==> src/pgx_pkg.sv <==
// constants and types shared by the paging unit
package pgx_pkg;
  localparam int LIN_W = 32;
  localparam int PHYS_W = 24;
  localparam int PAGE_SHIFT = 12;
  localparam int FRAME_W = 12;
  localparam int IDX_W = 10;
  localparam int TLB_WAYS = 4;
  localparam int TLB_SETS = 8;
  localparam int TLB_ENTRIES = 32;
  localparam int SET_W = 3;
  localparam int WAY_W = 2;
  localparam int TAG_W = 17;
  localparam int ERR_W = 16;
  // entry flag positions
  localparam int ENT_P = 0;
  localparam int ENT_RW = 1;
  localparam int ENT_US = 2;
  localparam int ENT_A = 5;
  localparam int ENT_D = 6;
  // error code bit positions
  localparam int ERR_P = 0;
  localparam int ERR_WR = 1;
  localparam int ERR_US = 2;
  // machine control register paging enable
  localparam int MCR_PG = 31;
  localparam logic [1:0] USER_CPL = 2'h3;
  // control register selects
  localparam logic [1:0] CTL_FAULT_ADDR = 2'h0;
  localparam logic [1:0] CTL_DIR_BASE = 2'h1;
  localparam logic [1:0] CTL_MACHINE = 2'h2;
  // reset values
  localparam logic [31:0] FAULT_ADDR_RST = 32'h0000_0000;
  localparam logic [11:0] DIR_BASE_RST = 12'h000;
  localparam logic [15:0] ERR_RST = 16'h0000;

  typedef struct packed {
    logic valid;
    logic [TAG_W-1:0] tag;
    logic [FRAME_W-1:0] frame;
    logic us;
    logic rw;
    logic dirty;
  } pgx_tlb_entry_t;

  typedef enum logic [2:0] {
    PGX_IDLE = 3'b000,
    PGX_LOOK = 3'b001,
    PGX_DIR_RD = 3'b011,
    PGX_DIR_WR = 3'b010,
    PGX_TBL_RD = 3'b110,
    PGX_TBL_WR = 3'b111,
    PGX_FILL = 3'b101
  } pgx_state_t;
endpackage

==> src/pgx_paging_unit.sv <==
// paging unit: translation cache, two-level table walk, page protection
`timescale 1ns/1ps
`default_nettype none

// Overview of operation
// fault latches full 32-bit linear address
// directory base keeps 24 bits, low 12 zero
// directory base write flushes translation cache
// linear bits 31:22 index the directory
// linear bits 21:12 index the table
// directory entry top bits give table base
// every physical address cut to 24 bits
// table entry top bits give frame base
// entry flags: D6 A5 US2 RW1 P0
// not-present entry at either level faults
// accessed set in both entries before access
// dirty set in table entry before write
// flag updates use locked read-modify-write
// only level 3 accesses are protection checked
// effective rights are the most restrictive pair
// 32-entry four-way set-associative translation cache
// hit compares upper 20 bits, forms address
// miss walks directory then table, then fills
// protection violation also faults with address
// fault saves code pointer and 16-bit code
// code bits: user, write, protection
// descriptor table accesses report supervisor
// machine control bit 31 enables paging
// error code: P bit0, W bit1, U bit2
// low 12 linear bits pass through unchanged
module pgx_paging_unit (
  input wire logic clk_sys,
  input wire logic rst,
  input wire logic req_valid,
  input wire logic [pgx_pkg::LIN_W-1:0] req_lin,
  input wire logic req_write,
  input wire logic [1:0] req_cpl,
  input wire logic req_desc,
  input wire logic [31:0] req_code_ptr,
  output logic req_ready,
  output logic xlat_done,
  output logic [pgx_pkg::PHYS_W-1:0] xlat_phys,
  output logic page_fault,
  output logic [pgx_pkg::ERR_W-1:0] fault_error_code,
  output logic [31:0] saved_code_pointer,
  input wire logic ctl_wr,
  input wire logic [1:0] ctl_sel,
  input wire logic [31:0] ctl_wdata,
  output logic [31:0] ctl_rdata,
  output logic mem_req,
  output logic mem_we,
  output logic mem_lock,
  output logic [pgx_pkg::PHYS_W-1:0] mem_addr,
  output logic [31:0] mem_wdata,
  input wire logic [31:0] mem_rdata,
  input wire logic mem_ack
);
  import pgx_pkg::*;

  // all state of the unit, registered as one word
  typedef struct packed {
    pgx_state_t st;
    pgx_tlb_entry_t [TLB_ENTRIES-1:0] tlb;
    logic [TLB_SETS-1:0][WAY_W-1:0] victim;
    logic [WAY_W-1:0] way;
    logic [LIN_W-1:0] lin;
    logic wr;
    logic user;
    logic [31:0] code_ptr;
    logic [31:0] entry;
    logic eff_us;
    logic eff_rw;
    logic [FRAME_W-1:0] dir_base;
    logic paging_en;
    logic [31:0] fault_addr;
    logic ready;
    logic done;
    logic [PHYS_W-1:0] phys;
    logic fault;
    logic [ERR_W-1:0] err;
    logic [31:0] saved_ptr;
    logic mem_req;
    logic mem_we;
    logic mem_lock;
    logic [PHYS_W-1:0] mem_addr;
    logic [31:0] mem_wdata;
    logic [31:0] ctl_rdata;
  } pgx_regs_t;

  pgx_regs_t s;
  pgx_regs_t next_s;

  // entry address inside a 4 KB directory or table
  function automatic logic [PHYS_W-1:0] ent_addr(input logic [FRAME_W-1:0] base,
                                                 input logic [IDX_W-1:0] idx);
    ent_addr = {base, idx, 2'b00};
  endfunction

  // user-level rights check, supervisor bypasses
  function automatic logic violates(input logic user, input logic wr,
                                    input logic us, input logic rw);
    violates = user && (!us || (wr && !rw));
  endfunction

  function automatic logic [4:0] slot(input logic [SET_W-1:0] set, input logic [WAY_W-1:0] w);
    slot = {set, w};
  endfunction

  // frame or table base from an entry, cut to the 24-bit bus
  function automatic logic [FRAME_W-1:0] ent_base(input logic [31:0] e);
    ent_base = e[PHYS_W-1:PAGE_SHIFT];
  endfunction

  logic [SET_W-1:0] cur_set;
  logic [TAG_W-1:0] cur_tag;
  logic [TLB_WAYS-1:0] way_hit;
  logic [IDX_W-1:0] dir_idx;
  logic [IDX_W-1:0] tbl_idx;
  logic [PAGE_SHIFT-1:0] pg_off;

  assign cur_set = s.lin[PAGE_SHIFT+SET_W-1:PAGE_SHIFT];
  assign cur_tag = s.lin[LIN_W-1:PAGE_SHIFT+SET_W];
  assign dir_idx = s.lin[LIN_W-1:LIN_W-IDX_W];
  assign tbl_idx = s.lin[LIN_W-IDX_W-1:PAGE_SHIFT];
  assign pg_off = s.lin[PAGE_SHIFT-1:0];

  // tag compare across the four ways of the set
  genvar g;
  generate
    for (g = 0; g < TLB_WAYS; g++) begin : g_way
      assign way_hit[g] = s.tlb[slot(cur_set, WAY_W'(g))].valid &&
                          (s.tlb[slot(cur_set, WAY_W'(g))].tag == cur_tag);
    end
  endgenerate

  always_comb begin
    logic f_go;
    logic f_prot;
    logic hit;
    logic [WAY_W-1:0] hit_way;
    pgx_tlb_entry_t he;
    logic t_us;
    logic t_rw;
    logic [31:0] upd;
    logic e_p;
    logic e_a;
    logic e_d;
    f_go = 1'b0;
    f_prot = 1'b0;
    hit = |way_hit;
    hit_way = '0;
    for (int w = 0; w < TLB_WAYS; w++) begin
      if (way_hit[w]) begin
        hit_way = WAY_W'(w);
      end
    end
    he = s.tlb[slot(cur_set, hit_way)];
    t_us = s.eff_us & mem_rdata[ENT_US];
    t_rw = s.eff_rw & mem_rdata[ENT_RW];
    upd = mem_rdata;
    e_p = mem_rdata[ENT_P];
    e_a = mem_rdata[ENT_A];
    e_d = mem_rdata[ENT_D];
    next_s = s;
    next_s.done = 1'b0;
    next_s.fault = 1'b0;

    // read data follows the select one cycle late
    case (ctl_sel)
      CTL_FAULT_ADDR: next_s.ctl_rdata = s.fault_addr;
      CTL_DIR_BASE: next_s.ctl_rdata = {8'h00, s.dir_base, 12'h000};
      CTL_MACHINE: next_s.ctl_rdata = {s.paging_en, 31'h0000_0000};
      default: next_s.ctl_rdata = 32'h0000_0000;
    endcase

    if (ctl_wr) begin
      case (ctl_sel)
        CTL_FAULT_ADDR: next_s.fault_addr = ctl_wdata;
        CTL_DIR_BASE: next_s.dir_base = ctl_wdata[PHYS_W-1:PAGE_SHIFT];
        CTL_MACHINE: next_s.paging_en = ctl_wdata[MCR_PG];
        default: next_s.paging_en = s.paging_en;
      endcase
    end

    case (s.st)
      PGX_IDLE: begin
        // ready is still low in the first cycle after reset
        if (req_valid && s.ready) begin
          next_s.lin = req_lin;
          next_s.wr = req_write;
          next_s.user = (req_cpl == USER_CPL) && !req_desc;
          next_s.code_ptr = req_code_ptr;
          next_s.st = PGX_LOOK;
        end
      end
      PGX_LOOK: begin
        if (!s.paging_en) begin
          // paging off: linear address goes out cut to 24 bits
          next_s.phys = s.lin[PHYS_W-1:0];
          next_s.done = 1'b1;
          next_s.st = PGX_IDLE;
        end else if (hit && violates(s.user, s.wr, he.us, he.rw)) begin
          f_go = 1'b1;
          f_prot = 1'b1;
        end else if (hit && !(s.wr && !he.dirty)) begin
          next_s.phys = {he.frame, pg_off};
          next_s.done = 1'b1;
          next_s.st = PGX_IDLE;
        end else begin
          // miss, or first write to a clean page: walk to set dirty
          next_s.way = hit ? hit_way : s.victim[cur_set];
          next_s.mem_req = 1'b1;
          next_s.mem_we = 1'b0;
          next_s.mem_lock = 1'b1;
          next_s.mem_addr = ent_addr(s.dir_base, dir_idx);
          next_s.st = PGX_DIR_RD;
        end
      end
      PGX_DIR_RD: begin
        if (mem_ack) begin
          next_s.entry = mem_rdata;
          next_s.eff_us = mem_rdata[ENT_US];
          next_s.eff_rw = mem_rdata[ENT_RW];
          // other bits of a not-present entry are ignored
          if (!e_p) begin
            f_go = 1'b1;
          end else if (!e_a) begin
            upd[ENT_A] = 1'b1;
            next_s.mem_we = 1'b1;
            next_s.mem_wdata = upd;
            next_s.st = PGX_DIR_WR;
          end else begin
            next_s.mem_addr = ent_addr(ent_base(mem_rdata), tbl_idx);
            next_s.st = PGX_TBL_RD;
          end
        end
      end
      PGX_DIR_WR: begin
        if (mem_ack) begin
          next_s.mem_we = 1'b0;
          // accessed flag written back, lock kept for the table entry
          next_s.mem_addr = ent_addr(ent_base(s.entry), tbl_idx);
          next_s.st = PGX_TBL_RD;
        end
      end
      PGX_TBL_RD: begin
        if (mem_ack) begin
          next_s.eff_us = t_us;
          next_s.eff_rw = t_rw;
          upd[ENT_A] = 1'b1;
          upd[ENT_D] = e_d | s.wr;
          next_s.entry = upd;
          // locked read ends without a write when flags are already set
          if (!e_p) begin
            f_go = 1'b1;
          end else if (violates(s.user, s.wr, t_us, t_rw)) begin
            f_go = 1'b1;
            f_prot = 1'b1;
          end else if (upd != mem_rdata) begin
            next_s.mem_we = 1'b1;
            next_s.mem_wdata = upd;
            next_s.st = PGX_TBL_WR;
          end else begin
            next_s.mem_req = 1'b0;
            next_s.mem_lock = 1'b0;
            next_s.st = PGX_FILL;
          end
        end
      end
      PGX_TBL_WR: begin
        if (mem_ack) begin
          next_s.mem_req = 1'b0;
          next_s.mem_we = 1'b0;
          next_s.mem_lock = 1'b0;
          next_s.st = PGX_FILL;
        end
      end
      PGX_FILL: begin
        next_s.tlb[slot(cur_set, s.way)] = '{valid: 1'b1, tag: cur_tag,
                                            frame: ent_base(s.entry),
                                            us: s.eff_us, rw: s.eff_rw,
                                            dirty: s.entry[ENT_D]};
        // round-robin pointer moves only when its way was used
        if (s.way == s.victim[cur_set]) begin
          next_s.victim[cur_set] = s.victim[cur_set] + 2'h1;
        end
        next_s.phys = {ent_base(s.entry), pg_off};
        next_s.done = 1'b1;
        next_s.st = PGX_IDLE;
      end
      default: next_s.st = PGX_IDLE;
    endcase

    // after the fill, so a walk ending now leaves no stale entry
    if (ctl_wr && (ctl_sel == CTL_DIR_BASE)) begin
      for (int i = 0; i < TLB_ENTRIES; i++) begin
        next_s.tlb[i].valid = 1'b0;
      end
    end

    // fault wins over a same-cycle control write of the fault address
    if (f_go) begin
      next_s.fault = 1'b1;
      next_s.fault_addr = s.lin;
      next_s.err = ERR_RST;
      next_s.err[ERR_P] = f_prot;
      next_s.err[ERR_WR] = s.wr;
      next_s.err[ERR_US] = s.user;
      next_s.saved_ptr = s.code_ptr;
      next_s.mem_req = 1'b0;
      next_s.mem_we = 1'b0;
      next_s.mem_lock = 1'b0;
      next_s.st = PGX_IDLE;
    end
    next_s.ready = (next_s.st == PGX_IDLE);
  end

  // whole state cleared by reset: paging off, cache invalid
  always_ff @(posedge clk_sys or posedge rst) begin
    if (rst) begin
      s <= '0;
    end else begin
      s <= next_s;
    end
  end

  assign req_ready = s.ready;
  assign xlat_done = s.done;
  assign xlat_phys = s.phys;
  assign page_fault = s.fault;
  assign fault_error_code = s.err;
  assign saved_code_pointer = s.saved_ptr;
  assign ctl_rdata = s.ctl_rdata;
  assign mem_req = s.mem_req;
  assign mem_we = s.mem_we;
  assign mem_lock = s.mem_lock;
  assign mem_addr = s.mem_addr;
  assign mem_wdata = s.mem_wdata;
endmodule

`default_nettype wire

==> config.mk <==
export PLATFORM = sky130hd
export DESIGN_NAME = pgx_paging_unit
export DESIGN_NICKNAME = d
export VERILOG_FILES = /design/src/pgx_pkg.sv /design/src/pgx_paging_unit.sv
export SDC_FILE = /design/constraint.sdc
export NUM_CORES = 2
export LEC_CHECK = 0
export ABC_AREA = 1
export BUFFER_PORTS_ARGS = -buffer_cell sky130_fd_sc_hd__buf_2
export CAP_MARGIN = 5
export CORE_MARGIN = 5
export CORE_UTILIZATION = 53
export DETAILED_ROUTE_END_ITERATION = 12
export PLACE_DENSITY = 0.73
export RECOVER_POWER = 100
export SYNTH_ARGS = -nofsm -noshare
export SYNTH_HDL_FRONTEND = slang
export SYNTH_SLANG_ARGS = --single-unit
==> constraint.sdc <==
create_clock -name clk_sys -period 40.2 [get_ports clk_sys]
set_input_delay 2.01 -clock clk_sys [delete_from_list [all_inputs] [get_ports clk_sys]]
set_output_delay 2.01 -clock clk_sys [all_outputs]
set_load 0.005 [all_outputs]
==> summary.txt <==
Drt
  – Initial DRC count: 7,593
  – Wire per inst: 22.0 um
  – DRT Pass-1 Iters: 7
  – Wirelength, routed: 199 mm
  – Vias per inst: 5.89
  – DRC viols: 0
  – Final ANT Viol Nets: 0
  – DR vias: 53,272

Synth
  – Syn Area/Cell: 8.18 um2
  – FFs w/ async S/R, synth: 100%
  – Post-synth EDFFs: 0
  – Yosys top cell area share: 54.5%
  – Cells after synthesis: 7,585
  – Top post-synthesis cells by area: dfrtp_1 (55%), nand2_1 (17%), o21ai_0 (10%), clkbuf_1 (2.6%), buf_4 (2.3%)
  – Post-synth top flop: dfrtp_1
  – Synth Register Bits: 1,352
  – Post-synthesis sequential area ratio: 54.5%
  – Synth Cell Area: 62,100 um2
  – Yosys cell types: 54
  – Area leader, netlist: dfrtp_1
  – Syn. warnings: 0

Global routing
  – Met3 usage: 6.52%
  – GRT Util Overall: 31.2%
  – Antenna violations before repair: 17
  – GR Util met1: 42.5%
  – Vias in the first global route: 50,348
  – Met2 usage: 48.0%
  – First-pass GRT wire length: 304 mm
  – GR Overflow Total: 0
  – Largest net degree at the start of global routing: 190
  – Most used routing layer: met2

Setup path
  – Crit path required time: 40.71 ns
  – CP Capture Type: register
  – Crit path arrival time: 21.08 ns
  – Max incr delay on CP: 2.48 ns
  – Critical path type: reg2reg
  – Most frequent CP cell: nand2_1
  – Peak fanout along the critical path: 68
  – Slowest CP cell: clkinvlp_2
  – Worst setup SP type: register

Placed design
  – Number of port buffers: 289
  – HPWL after DPL: 117 mm
  – Routability cong.: 0.897

CTS
  – Clk_lat worst skew: 0.77 ns
  – Clock slew at the register clock pins of the worst setup and hold paths: 0.06 ns
  – H-tree depth: 4
  – CTS Buf Count: 139
  – TritonCTS Sinks: 1,352
  – Post-CTS Hold Buffers: 0
  – CTS tree: built
  – Root Driver: clkbuf_16
  – Worst-case clock buffer depth: 3
  – Post_cts resized: 0
  – Post-CTS setup buffer count: 0

Power and ir drop
  – Int Pwr: 2670 uW
  – Share of power burned in registers: 40.7%
  – Net Sw Frac: 37.4%
  – P per Cell Area: 63.7 nW/um2
  – Switching power of the nets: 1590 uW
  – Static Leak: 0.0318 uW
  – Max IR drop VDD: 0.0503 mV
  – Comb pwr share: 28.0%
  – Clock Power Share: 31.4%

STA
  – Final period util: 51.2%
  – Slew Viols, Final: 3,996
  – Setup total negative slack: 0 ns
  – Final clock skew: 0.0317 ns
  – Worst Tran Pin Value: 9.36 ns
  – Maximum clock frequency: 48.6 MHz
  – RSZ-0062 raised after global routing: no
  – Fin. Hold Viols: 0
  – Period minus WS final: 20.57 ns
  – Max-slew headroom: -524%
  – Endpoints failing setup: 0

Layout
  – Most frequent cells in the layout: nand2_1 (2,866), dfrtp_1 (1,350), o21ai_0 (1,300)
  – Fillers: 10,516
  – Layout cells sized above 1: 6.71%
  – Nets@finish: 7,532
  – Commonest non-fill, non-tap cell in the layout: nand2_1
  – Core Util, Final: 57.6%
  – Synthesis-to-finish area growth: 7.76%

Die
  – Initial Utilization: 53.4%
  – Die Area: 124,000 um2
  – Core area: 116,000 um2
  – Row cnt: 125
  – Die Y: 352 um
  – # IOs: 305
  – Die X: 352 um

Run status
  – Status: finished, violations left
  – Failing checks: max-capacitance violations, max-slew violations

Flow run
  – Max_cap viols: 69

Worst hold path
  – HP Class: reg2reg
-- layer usage --
| metal | wire, um | vias up |
|---|---|---|
| met5 | 13 | - |
| met3 | 20700 | 566 |
| met1 | 78700 | 25840 |
| met4 | 10100 | 2 |
| li1 | - | 23998 |
| met2 | 89400 | 2866 |
-- registers in the layout (all words and copies together), names as in the netlist --
register	count
s	1171
ctl_rdata	32
saved_code_pointer	32
mem_wdata	31
xlat_phys	24
mem_addr	22
cur_tag	17
pg_off	12
cur_set	3
fault_error_code	3
mem_req	1
mem_we	1
page_fault	1
req_ready	1
xlat_done	1
-- per-stage QoR --
| stage | power [uW] | hold slack (ns) | cell area [um2] | std cells | worst slack (ns) |
|---|---|---|---|---|---|
| floorplan | 2530 | 0.443 | 62100 | 7599 | 0.0738 |
| global placement | 2910 | 0.451 | 62800 | 8775 | 31.69 |
| detailed placement | 2930 | 0.453 | 62800 | 8775 | 31.66 |
| CTS | 4260 | 0.468 | 67500 | 9029 | 31.64 |
| global route | 4440 | 0.494 | 66900 | 9044 | 16.39 |
| finish | 4260 | 0.470 | 66900 | 9045 | 19.63 |
-- power by group through the flow --
stage               Clock, uW  Sequential, uW  Combinational [uW]
finish                   1340            1730                1190
global route             1400            1750                1290
CTS                      1340            1720                1190
detailed placement          0            1750                1180
floorplan                   0            1690                 842
global placement            0            1740                1170
-- cell type report --
cell class	count	area, um2	share of cell area (%)
Sequential cell	1352	33800	50.6
Multi-Input combinational cell	5166	23200	34.6
Clock buffer	212	4280	6.40
Timing Repair Buffer	404	1940	2.91
Tap cell	1524	1910	2.85
Inverter	330	1250	1.87
Clock inverter	42	447	0.668
Antenna cell	15	37.5	0.0561
-- worst max-delay path: cells and delay by family, from the launching register on --
kind / cells / cell delay [ns]
DFF: 1 / 0.34
buffers and inverters: 7 / 12.82
AOI/OAI and AO/OA: 2 / 0.21
and+or+nand+nor: 22 / 6.76
-- cell families after synthesis --
logic type / Yosys count / synth area share, %
AO/OA/AOI/OAI: 1669 / 14.8
XOR/XNOR: 17 / 0.240
buffers and inverters: 1081 / 8.07
flip-flops: 1352 / 54.5
multiplexers: 17 / 0.308
other: 1 / 0.00604
AND/OR/NAND/NOR: 3448 / 22.1
-- synthesized netlist by cell type, drive strengths merged, types with 6 or more instances --
cell type and count:
nand2 2876, dfrtp 1352, o21ai 1331, clkbuf 436, inv 328, buf 315, nor2 213, nand3 183
a21oi 115, nand4 78, a221oi 73, o211ai 37, o22ai 28, a22oi 27, or2 25, a32o 24
nand3b 24, mux2 17, xor2 16, and3 13, or3 12, nor3 11, a22o 10, a31oi 7
o2bb2ai 6
-- final timing paths --
path	startpoint	slack [ns]	end	cells after the start
worst max-delay path	cur_set[1]$_DFFE_PP0P_	19.63	s[181]$_DFFE_PP0P_	31
worst min-delay path	saved_code_pointer[10]$_DFFE_PP0P_	0.47	saved_code_pointer[10]$_DFFE_PP0P_	2
worst max register to register	cur_set[1]$_DFFE_PP0P_	19.63	s[181]$_DFFE_PP0P_	31
worst min register to register	saved_code_pointer[10]$_DFFE_PP0P_	0.47	saved_code_pointer[10]$_DFFE_PP0P_	2
max in group asynchronous	rst	20.08	pg_off[11]$_DFFE_PP0P_	4
min in group asynchronous	rst	3.08	s[648]$_DFFE_PP0P_	2
Power figures use the tool's default switching activity.
